[src/single_pulse_pkg.sv]
package single_pulse_pkg;

   // Clock and base timebase
   localparam int CLK_PERIOD_NS  = 40;
   localparam int BASE_TICK_US   = 10000;   // One hundredth of a second
   localparam int BASE_TICK_CYC  = (BASE_TICK_US * 1000) / CLK_PERIOD_NS;
   localparam int TICK_W         = 18;

   // Duration setting, in hundredths of the selected unit
   localparam int          DUR_W   = 14;
   localparam logic [13:0] DUR_MIN = 14'h0001;   // 0.01
   localparam logic [13:0] DUR_MAX = 14'h270f;   // 99.99

   // Base ticks per hundredth of each unit
   localparam int          MULT_W    = 12;
   localparam logic [11:0] MULT_SEC  = 12'h001;  // 10 ms
   localparam logic [11:0] MULT_MIN  = 12'h03c;  // 600 ms
   localparam logic [11:0] MULT_HOUR = 12'he10;  // 36 s

   // Unit select codes
   typedef enum logic [1:0] {
      UNIT_SEC  = 2'h0,
      UNIT_MIN  = 2'h1,
      UNIT_HOUR = 2'h2
   } unit_t;

   // Pulse states, one-hot
   typedef enum logic [1:0] {
      ST_IDLE  = 2'h1,
      ST_PULSE = 2'h2
   } pulse_state_t;

endpackage : single_pulse_pkg

[src/pulse_timebase.sv]
module pulse_timebase #(
   parameter int TICK_CYCLES = single_pulse_pkg::BASE_TICK_CYC
) (
   input  wire logic i_clk,
   input  wire logic i_reset_n,
   input  wire logic i_restart,
   output logic      o_tick
);

   localparam logic [single_pulse_pkg::TICK_W-1:0] RELOAD =
      single_pulse_pkg::TICK_W'(TICK_CYCLES - 1);

   logic [single_pulse_pkg::TICK_W-1:0] cnt_q;
   logic [single_pulse_pkg::TICK_W-1:0] cnt_d;

   // Down counter; restart realigns phase so no tick error accrues
   always_comb begin
      if (i_restart || cnt_q == '0) begin
         cnt_d = RELOAD;
      end else begin
         cnt_d = cnt_q - 1'b1;
      end
   end

   always_ff @(posedge i_clk) begin
      if (!i_reset_n) begin
         cnt_q <= RELOAD;
      end else begin
         cnt_q <= cnt_d;
      end
   end

   assign o_tick = (cnt_q == '0);

endmodule : pulse_timebase

[src/single_pulse_relay_block.sv]
module single_pulse_relay_block #(
   parameter int TICK_CYCLES = single_pulse_pkg::BASE_TICK_CYC
) (
   input  wire logic        i_clk,
   input  wire logic        i_reset_n,
   input  wire logic        i_pulse_trigger,
   input  wire logic        i_clear,
   input  wire logic [13:0] i_duration,
   input  wire logic [1:0]  i_unit,
   output logic             o_pulse,
   output logic             o_busy
);

   single_pulse_pkg::pulse_state_t state_q;
   single_pulse_pkg::pulse_state_t state_d;

   logic [1:0]                            trg_sync_q;
   logic [1:0]                            trg_sync_d;
   logic                                  trg_prev_q;
   logic                                  trg_prev_d;
   logic [1:0]                            clr_sync_q;
   logic [1:0]                            clr_sync_d;
   logic [single_pulse_pkg::DUR_W-1:0]    remain_q;
   logic [single_pulse_pkg::DUR_W-1:0]    remain_d;
   logic [single_pulse_pkg::MULT_W-1:0]   sub_q;
   logic [single_pulse_pkg::MULT_W-1:0]   sub_d;
   logic [single_pulse_pkg::MULT_W-1:0]   mult_q;
   logic [single_pulse_pkg::MULT_W-1:0]   mult_d;
   logic                                  pulse_q;
   logic                                  pulse_d;
   logic                                  trg_rise;
   logic                                  clr_lvl;
   logic                                  start;
   logic                                  tick;

   // Base ticks per hundredth of the chosen unit; spare code means seconds
   function automatic logic [single_pulse_pkg::MULT_W-1:0] unit_mult(
      input logic [1:0] unit
   );
      unique case (unit)
         single_pulse_pkg::UNIT_MIN:  unit_mult = single_pulse_pkg::MULT_MIN;
         single_pulse_pkg::UNIT_HOUR: unit_mult = single_pulse_pkg::MULT_HOUR;
         default:                     unit_mult = single_pulse_pkg::MULT_SEC;
      endcase
   endfunction : unit_mult

   // Out-of-range settings are pulled into the legal span
   function automatic logic [single_pulse_pkg::DUR_W-1:0] clamp_dur(
      input logic [13:0] dur
   );
      if (dur < single_pulse_pkg::DUR_MIN) begin
         clamp_dur = single_pulse_pkg::DUR_MIN;
      end else if (dur > single_pulse_pkg::DUR_MAX) begin
         clamp_dur = single_pulse_pkg::DUR_MAX;
      end else begin
         clamp_dur = dur;
      end
   endfunction : clamp_dur

   // Pins are asynchronous; two stages before any logic looks
   always_comb begin
      trg_sync_d = {trg_sync_q[0], i_pulse_trigger};
      clr_sync_d = {clr_sync_q[0], i_clear};
      trg_prev_d = trg_sync_q[1];
   end

   always_ff @(posedge i_clk) begin
      if (!i_reset_n) begin
         trg_sync_q <= 2'h0;
         clr_sync_q <= 2'h0;
         trg_prev_q <= 1'b0;
      end else begin
         trg_sync_q <= trg_sync_d;
         clr_sync_q <= clr_sync_d;
         trg_prev_q <= trg_prev_d;
      end
   end

   assign trg_rise = trg_sync_q[1] & ~trg_prev_q;
   assign clr_lvl  = clr_sync_q[1];

   // Edge only counts when idle and not held in clear
   assign start = trg_rise & ~clr_lvl
                & (state_q == single_pulse_pkg::ST_IDLE);

   // Timebase is realigned on each start, so the pulse is cycle-exact
   pulse_timebase #(
      .TICK_CYCLES (TICK_CYCLES)
   ) u_timebase (
      .i_clk     (i_clk),
      .i_reset_n (i_reset_n),
      .i_restart (start),
      .o_tick    (tick)
   );

   // Pulse sequencing: hundredths counted down, each worth mult ticks
   always_comb begin
      state_d  = state_q;
      remain_d = remain_q;
      sub_d    = sub_q;
      mult_d   = mult_q;
      pulse_d  = pulse_q;
      if (clr_lvl) begin
         state_d  = single_pulse_pkg::ST_IDLE;
         remain_d = '0;
         sub_d    = '0;
         pulse_d  = 1'b0;
      end else begin
         unique case (state_q)
            single_pulse_pkg::ST_IDLE: begin
               if (start) begin
                  state_d  = single_pulse_pkg::ST_PULSE;
                  remain_d = clamp_dur(i_duration);
                  mult_d   = unit_mult(i_unit);
                  sub_d    = unit_mult(i_unit) - 1'b1;
                  pulse_d  = 1'b1;
               end
            end
            single_pulse_pkg::ST_PULSE: begin
               // Further edges fall through untouched here
               if (tick) begin
                  if (sub_q != '0) begin
                     sub_d = sub_q - 1'b1;
                  end else if (remain_q == single_pulse_pkg::DUR_MIN) begin
                     state_d  = single_pulse_pkg::ST_IDLE;
                     remain_d = '0;
                     pulse_d  = 1'b0;
                  end else begin
                     remain_d = remain_q - 1'b1;
                     sub_d    = mult_q - 1'b1;
                  end
               end
            end
            default: begin
               state_d = single_pulse_pkg::ST_IDLE;
               pulse_d = 1'b0;
            end
         endcase
      end
   end

   always_ff @(posedge i_clk) begin
      if (!i_reset_n) begin
         state_q  <= single_pulse_pkg::ST_IDLE;
         remain_q <= '0;
         sub_q    <= '0;
         mult_q   <= single_pulse_pkg::MULT_SEC;
         pulse_q  <= 1'b0;
      end else begin
         state_q  <= state_d;
         remain_q <= remain_d;
         sub_q    <= sub_d;
         mult_q   <= mult_d;
         pulse_q  <= pulse_d;
      end
   end

   // Both outputs from flops; busy mirrors the state bit
   assign o_pulse = pulse_q;
   assign o_busy  = state_q[1];

endmodule : single_pulse_relay_block

[config.mk]
export PLATFORM = sky130hd
export DESIGN_NAME = single_pulse_relay_block
export DESIGN_NICKNAME = d
export VERILOG_FILES = /design/src/single_pulse_pkg.sv /design/src/pulse_timebase.sv /design/src/single_pulse_relay_block.sv
export SDC_FILE = /design/constraint.sdc
export NUM_CORES = 1
export LEC_CHECK = 0
export ABC_AREA = 1
export BUFFER_PORTS_ARGS = -buffer_cell sky130_fd_sc_hd__buf_2
export CORE_ASPECT_RATIO = 1.25
export CORE_MARGIN = 5
export CORE_UTILIZATION = 40
export CTS_CLUSTER_SIZE = 28
export DETAILED_ROUTE_END_ITERATION = 8
export PLACE_DENSITY_LB_ADDON = 0.25
export SLEW_MARGIN = 15
export SYNTH_ARGS = -nofsm -noshare
export SYNTH_HDL_FRONTEND = slang
export SYNTH_SLANG_ARGS = --single-unit
[constraint.sdc]
create_clock -name i_clk -period 2.1 [get_ports i_clk]
set_input_delay 0.315 -clock i_clk [delete_from_list [all_inputs] [get_ports i_clk]]
set_output_delay 0.315 -clock i_clk [all_outputs]
set_load 0.03 [all_outputs]
---- Word level (Yosys, flattened, before mapping) ----
Cells that the tools add are included.
word-level totals
  flip-flop bits (word level) ............. 64
  bits of input ports ..................... 20
  output and inout port bits .............. 2
  word-level logic and storage cells ...... 68
operators by class
  $add $sub $neg .......................... 5
  $lt $le $gt $ge ......................... 2
  equal/unequal tests ..................... 10
  mux-type cells .......................... 26
  bitwise operators ....................... 6
  reductions and logical operators ........ 10
operators with widths
  kind                                                                           number
  12-bit 2-to-1 mux                                                              7
  14-bit 2-to-1 mux                                                              6
  12-bit case mux with 2 select lines                                            2
  12-bit by 1-bit subtractor with 12-bit output, second input constant           3
  14-bit case mux with 2 select lines                                            1
  18-bit logical NOT                                                             1
  18-bit by 1-bit subtractor with 18-bit output, second input constant           1
  14-bit by 1-bit equality test with 1-bit output, second input constant         1
  14-bit greater-than comparator, second input constant                          1
  14-bit by 1-bit less-than comparator with 1-bit output, second input constant  1
  14-bit by 1-bit subtractor with 14-bit output, second input constant           1
  4-bit AND reduction                                                            3
  12-bit nonzero test                                                            1
  2-bit 2-to-1 mux                                                               4
  2-bit inequality test, second input constant                                   3
  2-bit by 1-bit equality test with 1-bit output, second input constant          2
  2-bit equality test, second input constant                                     2
  1-bit 2-to-1 mux                                                               4
  2-bit case mux with 2 select lines                                             1
  2-bit OR reduction                                                             2
  1-bit AND                                                                      3
  3-bit inequality test, second input constant                                   1
  1-bit NOT                                                                      3
  3-bit AND reduction                                                            1
  other kinds (4)                                                                4

---- Longest topological paths before layout ----
Gate-level depths: netlist (run 1).
  word-level depth ........................ 10
  gate-level depth with buffers ........... 15

---- Modules after synthesis ----
Synthesis (run 1) repeated with hierarchy kept, for this count alone.
unflattened totals
  cells, all modules ...................... 516
  area, all modules ....................... 3498.4 um^2
modules (own cells, without submodules)
  module                    times used  cells an instance  area each (um^2)
  single_pulse_relay_block  1           379                2499.9
  pulse_timebase            1           137                998.5

---- Worst setup path after synthesis (run 1) ----
No wires, ideal clock.
  path kind ............................... register -> register
  start point ............................. register, netlist name o_pulse
  end point ............................... register sub_q[6] in the netlist's numbering
  library setup time ...................... 0.064 ns
  arrival ................................. 1.862 ns
  required time ........................... 2.036 ns
  slack ................................... 0.174 ns
  stages on the path, launching flop included .. 13
  buffers on the path ..................... 0
  clock period less this slack ............ 1.926 ns
  path through ............................ dfxtp_1 nand2_2 inv_2 nand4_1 nand3_1 ha_1 inv_1 nor3_2 and2_1 nand2_1 nand2_1 inv_1 nor2_1
RTL lines
  item                  line                             RTL
  to (signal assigned)  single_pulse_relay_block.sv:152  sub_q <= sub_d;
  to (decl)             single_pulse_relay_block.sv:25   logic [single_pulse_pkg::MULT_W-1:0] sub_q;

---- Worst setup path after layout (run 1) ----
  start point ............................. register u_timebase.cnt_q[0] in the netlist's numbering
  end point ............................... register sub_q[7] in the netlist's numbering
between the ends
  longest elaborated chain between the ends .. 3
ends and longest elaborated chain
  item                                    line                  RTL
  from (decl)                             pulse_timebase.sv:13  logic [single_pulse_pkg::TICK_W-1:0] cnt_q;
  from (signal assigned)                  pulse_timebase.sv:29  cnt_q <= cnt_d;
  18-bit logical NOT                      pulse_timebase.sv:33  assign o_tick = (cnt_q == '0);
  2-bit inequality test (no source line)  --
  4-bit AND reduction (no source line)    --
No other way between the ends.
A chain may end at the register's enable or synchronous reset.

==> results of run 1 <==
[synthesized netlist by cell type (all sizes together)]
master  number  share of area (%)
ha           6                2.3
buf          7                1.5
a211oi       3               0.70
o211ai       1               0.23
o21bai       1               0.23
nor2        86                 11
nor3b        1               0.23
clkinv       1               0.12
o21ai       42                6.6
dfxtp       55                 34
inv         66                7.7
nand3b       5                1.2
xor2         9                2.5
xnor2        8                2.2
nand4        7                1.4
o31ai        1               0.23
and2         1               0.20
a31oi        7                1.4
a21oi       26                4.1
a21boi       1               0.23
nor3         7                1.2
or2          2               0.39
a31o         1               0.27
nand2       93                 11
or3b         1               0.27
clkbuf       4               0.47
nor4         5                1.6
nand3       34                5.6
[registers in the layout, summed over array words and instances, names as in the netlist, 2 cells and up]
name              count
remain_q             14
clr_sync_q            2
sub_q                12
u_timebase.cnt_q     18
mult_q                4
trg_sync_q            2
[what timing repair did]
action	CTS	global route
endpoints found under the hold margin	0	0
resized for setup	0	6
setup endpoints to repair	0	9
setup buffers	0	1
[through the flow]
step	area (um2)	hold WS, ns	worst slack [ns]	utilization [%]
3_3_place_gp	3440	0.394	0.154	44.1
5_1_grt	3600	0.185	0.00869	46.2
2_1_floorplan	3210	0.380	0.174	-
4_1_cts	3580	0.176	0.111	45.9
3_5_place_dp	3440	0.398	0.0937	44.1
6_report	3600	0.183	0.203	46.2
[power by group]
part           switching, mW  internal, mW  leakage, nW
sequential            0.0838          1.15        0.450
combinational          0.594         0.353         1.18
clock                  0.350         0.475       0.0644
[worst reg2reg max path, cell delays in order, from the launching register on]
cell and delay (ns):
dfxtp_1 0.33, inv_1 0.08, ha_1 0.18, nand2_1 0.12, nor2_1 0.14, nand3_1 0.14
nand2_2 0.11, nand2_1 0.11, nor2_2 0.16, buf_12 0.17, nand2_1 0.08, o21ai_1 0.12
nor2_1 0.05
[cell families (layout without fill, tap and decap cells)]
| group | after synthesis | count (layout) | synth area share (%) |
|---|---|---|---|
| flops | 55 | 55 | 34.3 |
| fa+ha+maj | 6 | 6 | 2.34 |
| xor+xnor | 17 | 17 | 4.64 |
| simple gates | 242 | 242 | 35.0 |
| compound gates | 83 | 83 | 13.9 |
| buf+inv | 78 | 105 | 9.83 |
[worst paths after layout]
| kind | endpoint | from |
|---|---|---|
| max | sub_q[7] | u_timebase.cnt_q[0] |
| min | trg_sync_q[0] | i_pulse_trigger |
| max reg2reg | sub_q[7] | u_timebase.cnt_q[0] |
| min reg2reg | u_timebase.cnt_q[0] | u_timebase.cnt_q[0] |
[per-layer routing]
layer / track usage (%) / vias up
met4: 5.74 / 0
met1: 19.4 / 1347
li1: - / 1604
met5: 0 / -
met3: 2.65 / 11
met2: 28.7 / 63
[layout make-up]
class / count / area, um2
Sequential cell: 55 / 1100
Multi-Input combinational cell: 348 / 1800
Clock inverter: 3 / 67.6
Inverter: 67 / 251
Clock buffer: 5 / 68.8
Tap cell: 95 / 119
Timing Repair Buffer: 30 / 189
Fill cell: 812 / 4190
==> results summary, run 1 <==
In the final layout, the share of cells above drive strength 1 is 13.6%. The total die area is 9920 um2. The number of cells on the worst reg-to-reg path is 12. In this run the worst hold path is classified as in2reg. The placed cell count is 594. The fraction of the yosys area taken by sequential cells is 34.3%.

The critical path is of the reg2reg type. The final critical path takes up 90.3% of the cycle. The count of input and output buffers came out at 21. The global-route wire length before repair came out at 13,400 um. The maximum number of pins on one net before global-route repair is 22. The clock tree root buffer cell is clkbuf_8. Setup repair after global routing left no endpoint under its margin.

The number of DRC markers after the initial detailed-route iteration is 115. STA classifies the critical path endpoint as a register. The detailed route wirelength on metal3 came out at 336 um. The wire length per cell after detailed routing is 12.4 um. The final weighted congestion in routability-driven placement is 0.958. The number of max-slew violations in the final report was 0.

The critical path goes through inv_1, ha_1, nand2_1, nor2_1, nand3_1, nand2_2, nand2_1, nor2_2, buf_12, nand2_1, o21ai_1, nor2_1. The total wire length after detailed routing came out at 7500 um. The clock period minus worst slack is 1.90 ns. For this design, the sink count on the clock tree is 55.

The flow ran to the end, and the final reports show no timing, DRC or antenna violations. Setup violations remaining at the end of the flow were counted as 0. Yosys printed 0 warnings. The overall die width is 90.1 um. Counting along the longest clock path gives a buffer depth of 2. The slowest cell on the critical path is dfxtp_1. The total chip power came out at 3.00 mW. In this run the standard cell core region covers 7790 um2.

Counting every instance in the synthesized netlist gives 481. The number of hold-slack violations in the final timing report came to 0. The relative max-transition margin is 65.1%. For this design the ratio of total power to cell area is 833 nW/um2.

The largest clock skew in the final design is 0.0115 ns. The growth of design area from synthesis to finish is 12.3%. The remaining routing DRC violations is 0.

The worst endpoint data arrival time came out at 2.10 ns. TritonCTS built the clock tree. The latest clock arrival within the worst-skew pair is 0.31 ns. For this run, the detailed router's first-pass iteration total came to 4. The largest stage delay on the critical path is 0.33 ns.

The via count came out at 3,025. The number of antenna violations at the first check in global routing came to 0. The leading cell type in the layout, fill and taps excluded is nand2_1.

The cell leakage power came out at 1.70 nW. In the detailed route, the total length drawn on met2 is 3630 um. The average via count per standard cell is 5.02. Across every metal layer, demand over resource in global routing totals 16.0%. The via count of the first global-routing pass is 3,028. The H-tree level count is 2. For flop-to-flop paths, the worst setup slack is 0.20 ns. The floorplan has 36 rows. In this run the count of I/O pins placed on the die edge is 22. The clock transition time at the flip-flop clock pins of the worst setup and hold paths came out at 0.10 ns. The depth of the critical timing path with buffers and inverters included is 12. The critical path buffer and inverter count is 2. The cts-stage hold buffer count is 0. The die is 110 um tall. STA classifies the critical path startpoint as a register.

At the pin with the least slew margin, the transition time is 0.523 ns. Max-cap violations in this run came to 0. The worst hold path stage count is 3.

The total inserted antenna cells came out at 0. Routed signal wires occupy layers up through met4. Of all nets on the critical path, the largest fanout is 20. The per-instance average area after synthesis is 6.67 um2. The final net count is 533. The global route total overflow came out at 0. The netlist uses 40 different library cells. The area of the mapped netlist came out at 3210 um2. The met1 routed wirelength after detailed routing is 3400 um. The total negative slack for setup checks came out at 0 ns. The number of nets produced by synthesis is 507. The kind of cell with the highest combined delay along the critical path is simple AND/OR/NAND/NOR gates. The worst-case IR drop observed on VDD is 0.385 mV. In this run, CTS created clock tree buffers numbering 5. In the layout the commonest cells are nand2_1, nor2_1, inv_1. Based on the critical path, the design can be clocked at up to 527 MHz.

The required time of the critical path came out at 2.30 ns. The antenna violation net count after detailed routing is 0. By instance count, the cell type seen most on the critical path is nand2_1.

The flop and latch count out of synthesis is 55. The final HPWL from detailed placement came out at 5690 um. Once the floorplan was initialized, standard cells occupied 41.2% of the core. The final standard cell count with taps included and fillers excluded is 603.
No activity file was read; power rests on OpenSTA's default activity.
==> inputs of run 2 (changes only) <==
--- a/config.mk
+++ b/config.mk
@@ -5,7 +5,6 @@
 export SDC_FILE = /design/constraint.sdc
 export NUM_CORES = 1
 export LEC_CHECK = 0
-export ABC_AREA = 1
 export BUFFER_PORTS_ARGS = -buffer_cell sky130_fd_sc_hd__buf_2
 export CORE_ASPECT_RATIO = 1.25
 export CORE_MARGIN = 5
==> constraint.sdc (replaced) <==
create_clock -name i_clk -period 2.2 [get_ports i_clk]
set_input_delay 0.33 -clock i_clk [delete_from_list [all_inputs] [get_ports i_clk]]
set_output_delay 0.33 -clock i_clk [all_outputs]
set_load 0.03 [all_outputs]
==> run 2 against run 1 <==
The flow now finishes with violations (negative setup slack). Die area shrank 2.3%. Synthesized cell count fell by 20%. First-iteration DRC count up 56%. Global-route usage increased by 2.1 points. Critical path depth shrank 4. Cell count shrank 6.1%. Sequential cell count unchanged. Maximum frequency decreased by 19%. Routed wire length rose by 13%. Utilization grew 7.8 points. Total power decreased by 31%.
==> results summary, run 2 <==
The placed cell count came out at 544 (was 594). The transition at the pin with the smallest max-transition slack is 0.649 ns (was 0.523 ns). The average via count per standard cell came to 5.51 (was 5.02).

The total die area is 9690 um2 (was 9920 um2). The checks that failed: negative setup slack. The critical path capture point type is a register (unchanged). The wire length per cell after detailed routing came to 15.0 um (was 12.4 um). The upper clock frequency limit is 426 MHz (was 527 MHz). The register-to-register setup slack came to -0.15 ns (was 0.20 ns). The areal power density over the cells came to 495 nW/um2 (was 833 nW/um2).

The total negative slack for setup checks was -2.75 ns (was 0 ns). Cells taking the most area after synthesis: dfxtp_1, nor2_1, nand2_1 (was dfxtp_1, nand2_1, nor2_1). The storage element area is 1110 um2 (was 1100 um2). The cell class contributing the biggest share of worst-path delay is simple AND/OR/NAND/NOR gates (unchanged).

The number of max-cap violations is 0 (unchanged). The largest stage delay on the critical path is 0.51 ns (was 0.33 ns). Most used standard cells in the synthesized netlist: dfxtp_1, nor2_1, nand2_1 (was nand2_1, nor2_1, inv_1).

The peak-usage layer in the global routing report is met2 (unchanged). The placeable core region came out at 7700 um2 (was 7790 um2). The placement-stage cell area came out at 3780 um2 (was 3440 um2). The initial cell density of the core came out at 40.6% (was 41.2%). The post-route worst hold slack came out at 0.226 ns (was 0.183 ns). The relative max-transition margin is 56.4% (was 65.1%). The final HPWL from detailed placement is 5810 um (was 5690 um).

The total clock buffers created by CTS came out at 5 (unchanged). The minimum setup slack in the final design is -0.145 ns (was 0.203 ns). The dominant cell by count in the synthesized netlist is dfxtp_1 (was nand2_1).

The fraction of met3 tracks used by global routing is 2.49% (was 2.65%). CP cell instances: inv_2, ha_4, or4b_4, or4_4, nor2_8, a31oi_4, or3_1, a31oi_1 (was inv_1, ha_1, nand2_1, nor2_1, nand3_1, nand2_2, nand2_1, nor2_2, buf_12, nand2_1, o21ai_1, nor2_1). The final net count was 496 (was 533). The area fraction of the dominant cell type after synthesis came to 35.2% (was 34.3%). The most common flop cell mapped by yosys is dfxtp_1 (unchanged).

The worst setup slack before clock tree synthesis came out at -0.217 ns (was 0.0937 ns). The met1 usage in global routing came out at 21.9% (was 19.4%). The total wire length after detailed routing is 8480 um (was 7500 um).

The worst hold path stage count is 2 (was 3). The maximum count of clock buffers along a single path came out at 2 (unchanged). The leading cell type in the layout, fill and taps excluded is buf_4 (was nand2_1). Outcome: complete, but fails checks (was finished clean). The clock tree root buffer cell is clkbuf_8 (unchanged). The cell type with the highest aggregate area in the netlist is dfxtp_1 (unchanged). The global-route track usage on met2 came out at 32.9% (was 28.7%).

The largest clock skew in the final design was 0.00907 ns (was 0.0115 ns). The latest clock arrival within the worst-skew pair is 0.31 ns (about the same). The required time of the critical path is 2.43 ns (was 2.30 ns).

The number of max-slew violations in the final report came out at 0 (unchanged). The via count of the first global-routing pass came out at 3,235 (was 3,028). The height of the chip was 109 um (was 110 um). The remaining routing DRC violations came to 0 (unchanged). The cell leakage power came out at 1.62 nW (was 1.70 nW).

The per-instance average area after synthesis came to 8.14 um2 (was 6.67 um2). The total inserted antenna cells came out at 0 (unchanged). The overall die width is 89.0 um (was 90.1 um). The clock period minus worst slack was 2.35 ns (was 1.90 ns). The maximum fanout along the worst path was 6 (was 20). The total number of placement rows came out at 36 (unchanged). The global-route wire length before repair is 14,300 um (was 13,400 um). The maximum number of pins on one net before global-route repair is 20 (was 22). The fraction of the yosys area taken by sequential cells came to 35.2% (was 34.3%). The H-tree level count is 2 (unchanged). The flop and latch count out of synthesis came out at 55 (unchanged).

The via count was 3,117 (was 3,025). The final cell area excluding filler cells is 4160 um2 (was 3600 um2). The combined area of the multi-input logic cells is 2090 um2 (was 1800 um2). The number of flip-flops in the largest register is 18 (unchanged).

The type of the worst min-delay path is in2reg (unchanged). The type of the setup path with the least slack was reg2reg (unchanged). The destination of the worst register-to-register timing path is sub_q[2] (was sub_q[7]). The number of DRC markers after the initial detailed-route iteration came to 179 (was 115).

The critical path buffer and inverter count is 1 (was 2). Leading cell types in the layout, fill and taps excluded: buf_4, dfxtp_1, nor2_1 (was nand2_1, nor2_1, inv_1). The final standard cell count with taps included and fillers excluded came to 566 (was 603). The antenna violation net count after detailed routing came out at 0 (unchanged). The count of input and output buffers is 21 (unchanged). The ratio of cells with drive above 1 in the final layout came to 35.0% (was 13.6%). The worst endpoint data arrival time is 2.58 ns (was 2.10 ns). The number of hold-slack violations in the final timing report was 0 (unchanged). The clock net sink count came out at 55 (unchanged).

The post-synthesis cell type count is 67 (was 40). The hold path startpoint is i_clear (was i_pulse_trigger). RSZ-0062 raised after global routing: true (was false). The TritonCTS clock tree is done (unchanged). The largest register by flop count is u_timebase.cnt_q (unchanged). The slowest cell on the critical path is or4_4 (was dfxtp_1). The synthesized instance count is 384 (was 481).

The total of fill cells in the finished design came out at 714 (was 812). The share of synthesized registers carrying an async set or reset is 0% (unchanged). The count of flip-flops with a built-in enable after synthesis was 0 (unchanged). The number of cells traversed by the worst register-to-register path came out at 8 (was 12). The number of setup violations in the final report was 40 (was 0). The growth of design area from synthesis to finish is 33.2% (was 12.3%). Regs by FF count: u_timebase.cnt_q x18, remain_q x14, sub_q x12 (unchanged). The area of the mapped netlist came out at 3120 um2 (was 3210 um2). The hold path endpoint is clr_sync_q[0] (was trg_sync_q[0]). The yosys synthesis warning count came out at 0 (unchanged).

The share of the cycle needed by the critical path after routing came out at 107% (was 90.3%). The reg-to-reg startpoint is u_timebase.cnt_q[1] (was u_timebase.cnt_q[0]). The overall fraction of global-route tracks in use is 18.1% (was 16.0%). The total I/O pin count is 22 (unchanged).

The peak supply drop is 0.365 mV (was 0.385 mV). The clock transition time at the flip-flop clock pins of the worst setup and hold paths was 0.10 ns (about the same). The global route total overflow came out at 0 (unchanged). The final weighted congestion in routability-driven placement is 0.885 (was 0.958). The number of antenna violations at the first check in global routing is 0 (unchanged). The first-pass iteration count of the detailed router came out at 4 (unchanged). The kind of launch point of the worst setup path is a register (unchanged). The number of nets produced by synthesis is 410 (was 507).
run 2: changes by cell type in the layout (fill, tap and decap cells not counted), moves of 7 or more:
cell	before	now
a21oi_1	26	15
and2_1	0	9
buf_4	7	66
dfxtp_1	54	47
dfxtp_2	1	8
inv_1	61	5
nand2_1	87	42
nand3_1	32	5
nor2_1	77	44
nor3_1	6	15
o21a_1	0	8
o21ai_0	28	12
o21ai_2	0	9
run 2: cells by family (layout without fill, tap and decap cells):
logic type | Yosys count | after routing | synth area share (%)
muxes | 3 | 3 | 1.00
adders and majority gates | 6 | 6 | 2.40
AOI/OAI and AO/OA | 100 | 101 | 22.6
xor gates and xnor gates | 19 | 19 | 5.33
DFF | 55 | 55 | 35.2
and+or+nand+nor | 176 | 176 | 29.4
buffers and inverters | 25 | 111 | 4.04
run 2: metal layers:
layer / up-vias / part of all wire, %
met2: 72 / 52
met1: 1466 / 42
met3: 8 / 4.4
li1: 1571 / -
met5: - / 0
met4: 0 / 1.1
run 2: power by group:
| part | switching, mW | internal (mW) | total (mW) |
|---|---|---|---|
| Sequential | 0.0206 | 1.02 | 1.05 |
| Clock | 0.348 | 0.229 | 0.578 |
| Combinational | 0.234 | 0.202 | 0.435 |
run 2: worst max-delay path by stage:
stage	from	endpoint	slack (ns)	cells after the start
after floorplan	u_timebase.cnt_q[1]	remain_q[0]	-0.12	9
after global placement	i_unit[1]	sub_q[6]	-0.13	9
after detailed placement	i_unit[1]	sub_q[6]	-0.22	9
after CTS	u_timebase.cnt_q[1]	sub_q[2]	-0.16	8
after global routing	u_timebase.cnt_q[1]	sub_q[2]	-0.25	8
final	u_timebase.cnt_q[1]	sub_q[2]	-0.15	8
run 2: final cells by class:
type / count / area share (%)
Tap cell: 95 / 2.86
Sequential cell: 55 / 26.7
Multi-Input combinational cell: 305 / 50.2
Timing Repair Buffer: 96 / 17.4
Clock inverter: 3 / 0.541
Clock buffer: 5 / 1.65
Inverter: 7 / 0.632
run 2: repair_timing:
action / 4_1_cts / 5_1_grt
cloned: 1 / 3
resized for setup: 21 / 37
setup buffers: 3 / 8
pin swaps: 2 / 9
hold buffers: 0 / 0
setup endpoints to repair: 40 / 40
run 2: stage by stage:
stage                     total power, mW  util (%)
after floorplan                      1.30         -
after global routing                 2.17      54.0
final                                2.06      54.0
after CTS                            2.05      51.6
after detailed placement             1.45      49.0
after global placement               1.45      49.0
run 2: worst register-to-register path: stages (launching register included):
cell and delay, ns:
dfxtp_2 0.34, inv_2 0.06, ha_4 0.13, or4b_4 0.45, or4_4 0.51, nor2_8 0.15, a31oi_4 0.11, or3_1 0.36
a31oi_1 0.16
==> inputs of run 3 (changes only) <==
--- a/config.mk
+++ b/config.mk
@@ -12,6 +12,7 @@
 export CTS_CLUSTER_SIZE = 28
 export DETAILED_ROUTE_END_ITERATION = 8
 export PLACE_DENSITY_LB_ADDON = 0.25
+export SKIP_CTS_REPAIR_TIMING = 1
 export SLEW_MARGIN = 15
 export SYNTH_ARGS = -nofsm -noshare
 export SYNTH_HDL_FRONTEND = slang
==> run 3 against run 2 <==
First-iteration DRC count down 2.8%. Cell count down 0.18%. Maximum frequency down 0.80%. Highest routed layer unchanged. Via count about the same. Register-to-register slack worse by 0.02 ns. Critical path type unchanged. Sequential share of layout area down 0.19 points. The flow still finishes with violations (negative setup slack). Hold slack worse by 0.0021 ns. Setup slack worse by 0.019 ns.
==> results summary, run 3 (synthesis results as in run 2) <==
The via count was 3,114 (was 3,117). CP cell instances: inv_2, ha_4, or4b_4, or4_4, o31ai_4, buf_6, buf_6, clkbuf_16, nand2_1, nand2_1, a21oi_1 (was inv_2, ha_4, or4b_4, or4_4, nor2_8, a31oi_4, or3_1, a31oi_1). The maximum fanout along the worst path is 7 (was 6). The uppermost layer routed is met4 (unchanged). The count of input and output buffers came out at 21 (unchanged). The global-route wire length before repair came out at 13,800 um (was 14,300 um). The endpoint of the most critical setup path is remain_q[8] (was sub_q[2]). The detailed-routed wire length on met2 came out at 4310 um (was 4450 um). The total inserted antenna cells came out at 0 (unchanged). Violated checks: negative setup slack (unchanged). The overall fraction of global-route tracks in use was 17.4% (was 18.1%). Regs by FF count: u_timebase.cnt_q x18, remain_q x14, sub_q x12 (unchanged). The largest clock skew in the final design came out at 0.00947 ns (was 0.00907 ns). The number of flip-flops in the largest register is 18 (unchanged). The cell leakage power is 1.62 nW (about the same). The number of antenna violations at the first check in global routing came out at 0 (unchanged).

The placeable core region is 7700 um2 (unchanged). The final net count is 495 (was 496). The H-tree level count came to 2 (unchanged). The share of the cycle needed by the critical path after routing is 107% (about the same). The via count of the first global-routing pass is 3,110 (was 3,235). The internal power is 1.46 mW (about the same). The minimum setup slack in the final design is -0.164 ns (was -0.145 ns). The critical path capture point type is a register (unchanged). The critical path startpoint is u_timebase.cnt_q[1] (unchanged). The placement-stage cell area came out at 3780 um2 (unchanged).

The kind of launch point of the worst setup path was a register (unchanged). The total clock buffers created by CTS came out at 5 (unchanged). The upper clock frequency limit is 423 MHz (was 426 MHz). The overall die width is 89.0 um (unchanged). The number of hold-slack violations in the final timing report is 0 (unchanged). The number of DRC markers after the initial detailed-route iteration is 174 (was 179).

The total wire length after detailed routing is 8400 um (was 8480 um). The number of setup violations in the final report came out at 38 (was 40). The transition at the pin with the smallest max-transition slack is 0.673 ns (was 0.649 ns). The final standard cell count with taps included and fillers excluded is 565 (was 566). The clock transition time at the flip-flop clock pins of the worst setup and hold paths is 0.11 ns (was 0.10 ns). RSZ-0062 raised after global routing: true (unchanged). The required time of the critical path came out at 2.41 ns (was 2.43 ns). The largest stage delay on the critical path came out at 0.51 ns (about the same). The number of max-cap violations is 0 (unchanged).

The latest clock arrival within the worst-skew pair is 0.31 ns (about the same). The wire length per cell after detailed routing came to 14.9 um (was 15.0 um). The peak supply drop was 0.366 mV (was 0.365 mV). The final HPWL from detailed placement is 5810 um (unchanged). The worst setup slack before clock tree synthesis is -0.217 ns (unchanged). The ratio of cells with drive above 1 in the final layout came out at 34.7% (was 35.0%). The first-pass iteration count of the detailed router came out at 4 (unchanged). The placed cell count came out at 544 (unchanged). The slowest cell on the critical path is or4_4 (unchanged). The clock period minus worst slack was 2.36 ns (was 2.35 ns). The growth of design area from synthesis to finish came out at 33.5% (was 33.2%). The total die area is 9690 um2 (unchanged). The remaining routing DRC violations is 0 (unchanged). The number of cells traversed by the worst register-to-register path came out at 11 (was 8). The clock tree root buffer cell is clkbuf_8 (unchanged). The met1 routed wirelength after detailed routing is 3610 um (was 3570 um). The switching power of the nets came out at 0.606 mW (was 0.603 mW).

The fraction of power consumed by the clock network came to 28.0% (was 28.1%). The total I/O pin count is 22 (unchanged). The final weighted congestion in routability-driven placement came out at 0.885 (unchanged). The detailed route wirelength on metal3 was 358 um (was 374 um). The number of max-slew violations in the final report was 0 (unchanged). The core occupancy in the finished layout is 54.2% (was 54.0%). The type of the worst min-delay path is in2reg (unchanged).

The reg-to-reg startpoint is u_timebase.cnt_q[1] (unchanged). The total chip power came out at 2.07 mW (was 2.06 mW). The areal power density over the cells was 495 nW/um2 (about the same). The switching share of total power is 29.4% (was 29.3%).

The antenna violation net count after detailed routing was 0 (unchanged). The total number of placement rows came out at 36 (unchanged). The worst endpoint data arrival time came out at 2.57 ns (was 2.58 ns). The sequential share of power is 50.6% (was 50.8%). The final cell area excluding filler cells is 4170 um2 (was 4160 um2). The maximum number of pins on one net before global-route repair came out at 29 (was 20). Leading cell types in the layout, fill and taps excluded: buf_4, dfxtp_1, nor2_1 (unchanged). The register-to-register setup slack is -0.16 ns (was -0.15 ns). The height of the chip came to 109 um (unchanged). The TritonCTS clock tree is done (unchanged).

The global route total overflow came to 0 (unchanged). The largest register by flop count was u_timebase.cnt_q (unchanged). The leading cell type in the layout, fill and taps excluded is buf_4 (unchanged). Outcome: complete, but fails checks (unchanged).

The relative max-transition margin is 55.0% (was 56.4%). The type of the setup path with the least slack is reg2reg (unchanged). The combinational cell fraction of total power is 21.4% (was 21.2%).

The initial cell density of the core is 40.6% (unchanged). The destination of the worst register-to-register timing path is remain_q[8] (was sub_q[2]). The maximum count of clock buffers along a single path came out at 2 (unchanged). The clock net sink count is 55 (unchanged).

The average via count per standard cell is 5.51 (about the same).
==> run 3: worst min path at each step <==
stage,startpoint,endpoint,slack (ns),cells past startpoint
6_report,i_pulse_trigger,trg_sync_q[0],0.22,2
4_1_cts,i_pulse_trigger,trg_sync_q[0],0.21,2
2_1_floorplan,u_timebase.cnt_q[0],u_timebase.cnt_q[0],0.38,1
3_3_place_gp,clr_sync_q[0],clr_sync_q[1],0.41,1
3_5_place_dp,clr_sync_q[0],clr_sync_q[1],0.42,1
5_1_grt,i_pulse_trigger,trg_sync_q[0],0.22,2
==> run 3: worst max-delay path: cells and delay by family, from the launching register on <==
family,cells,cell delay [ns]
AOI/OAI and AO/OA,2,0.26
DFF,1,0.34
and+or+nand+nor,4,1.07
adders and majority gates,1,0.12
buffers and inverters,4,0.47
==> run 3: layout make-up <==
class	instances	area, um2
clock buffer	5	68.8
clock inverter	3	22.5
fill	722	3530
inverter	7	26.3
multi-input combinational	305	2090
sequential	55	1110
tap	95	119
timing repair buffer	95	738
==> run 3: stage by stage <==
step                      TNS, ns  hold WS, ns
after detailed placement    -3.43        0.422
after floorplan             -1.49        0.379
after CTS                   -3.62        0.211
after global placement      -1.65        0.415
after global routing        -7.29        0.219
final                       -3.56        0.224
==> run 3: power by group through the flow <==
stage	logic, mW	clock network (mW)	registers, mW
finish	0.442	0.578	1.05
global route	0.485	0.649	1.05
CTS	0.392	0.601	1.04
detailed placement	0.389	0	1.07
global placement	0.384	0	1.06
floorplan	0.235	0	1.07
==> run 3: routing by layer <==
layer,track usage (%),up-vias
li1,-,1556
met1,21.9,1477
met2,30.9,71
met3,2.34,10
met4,4.57,0
met5,0,-
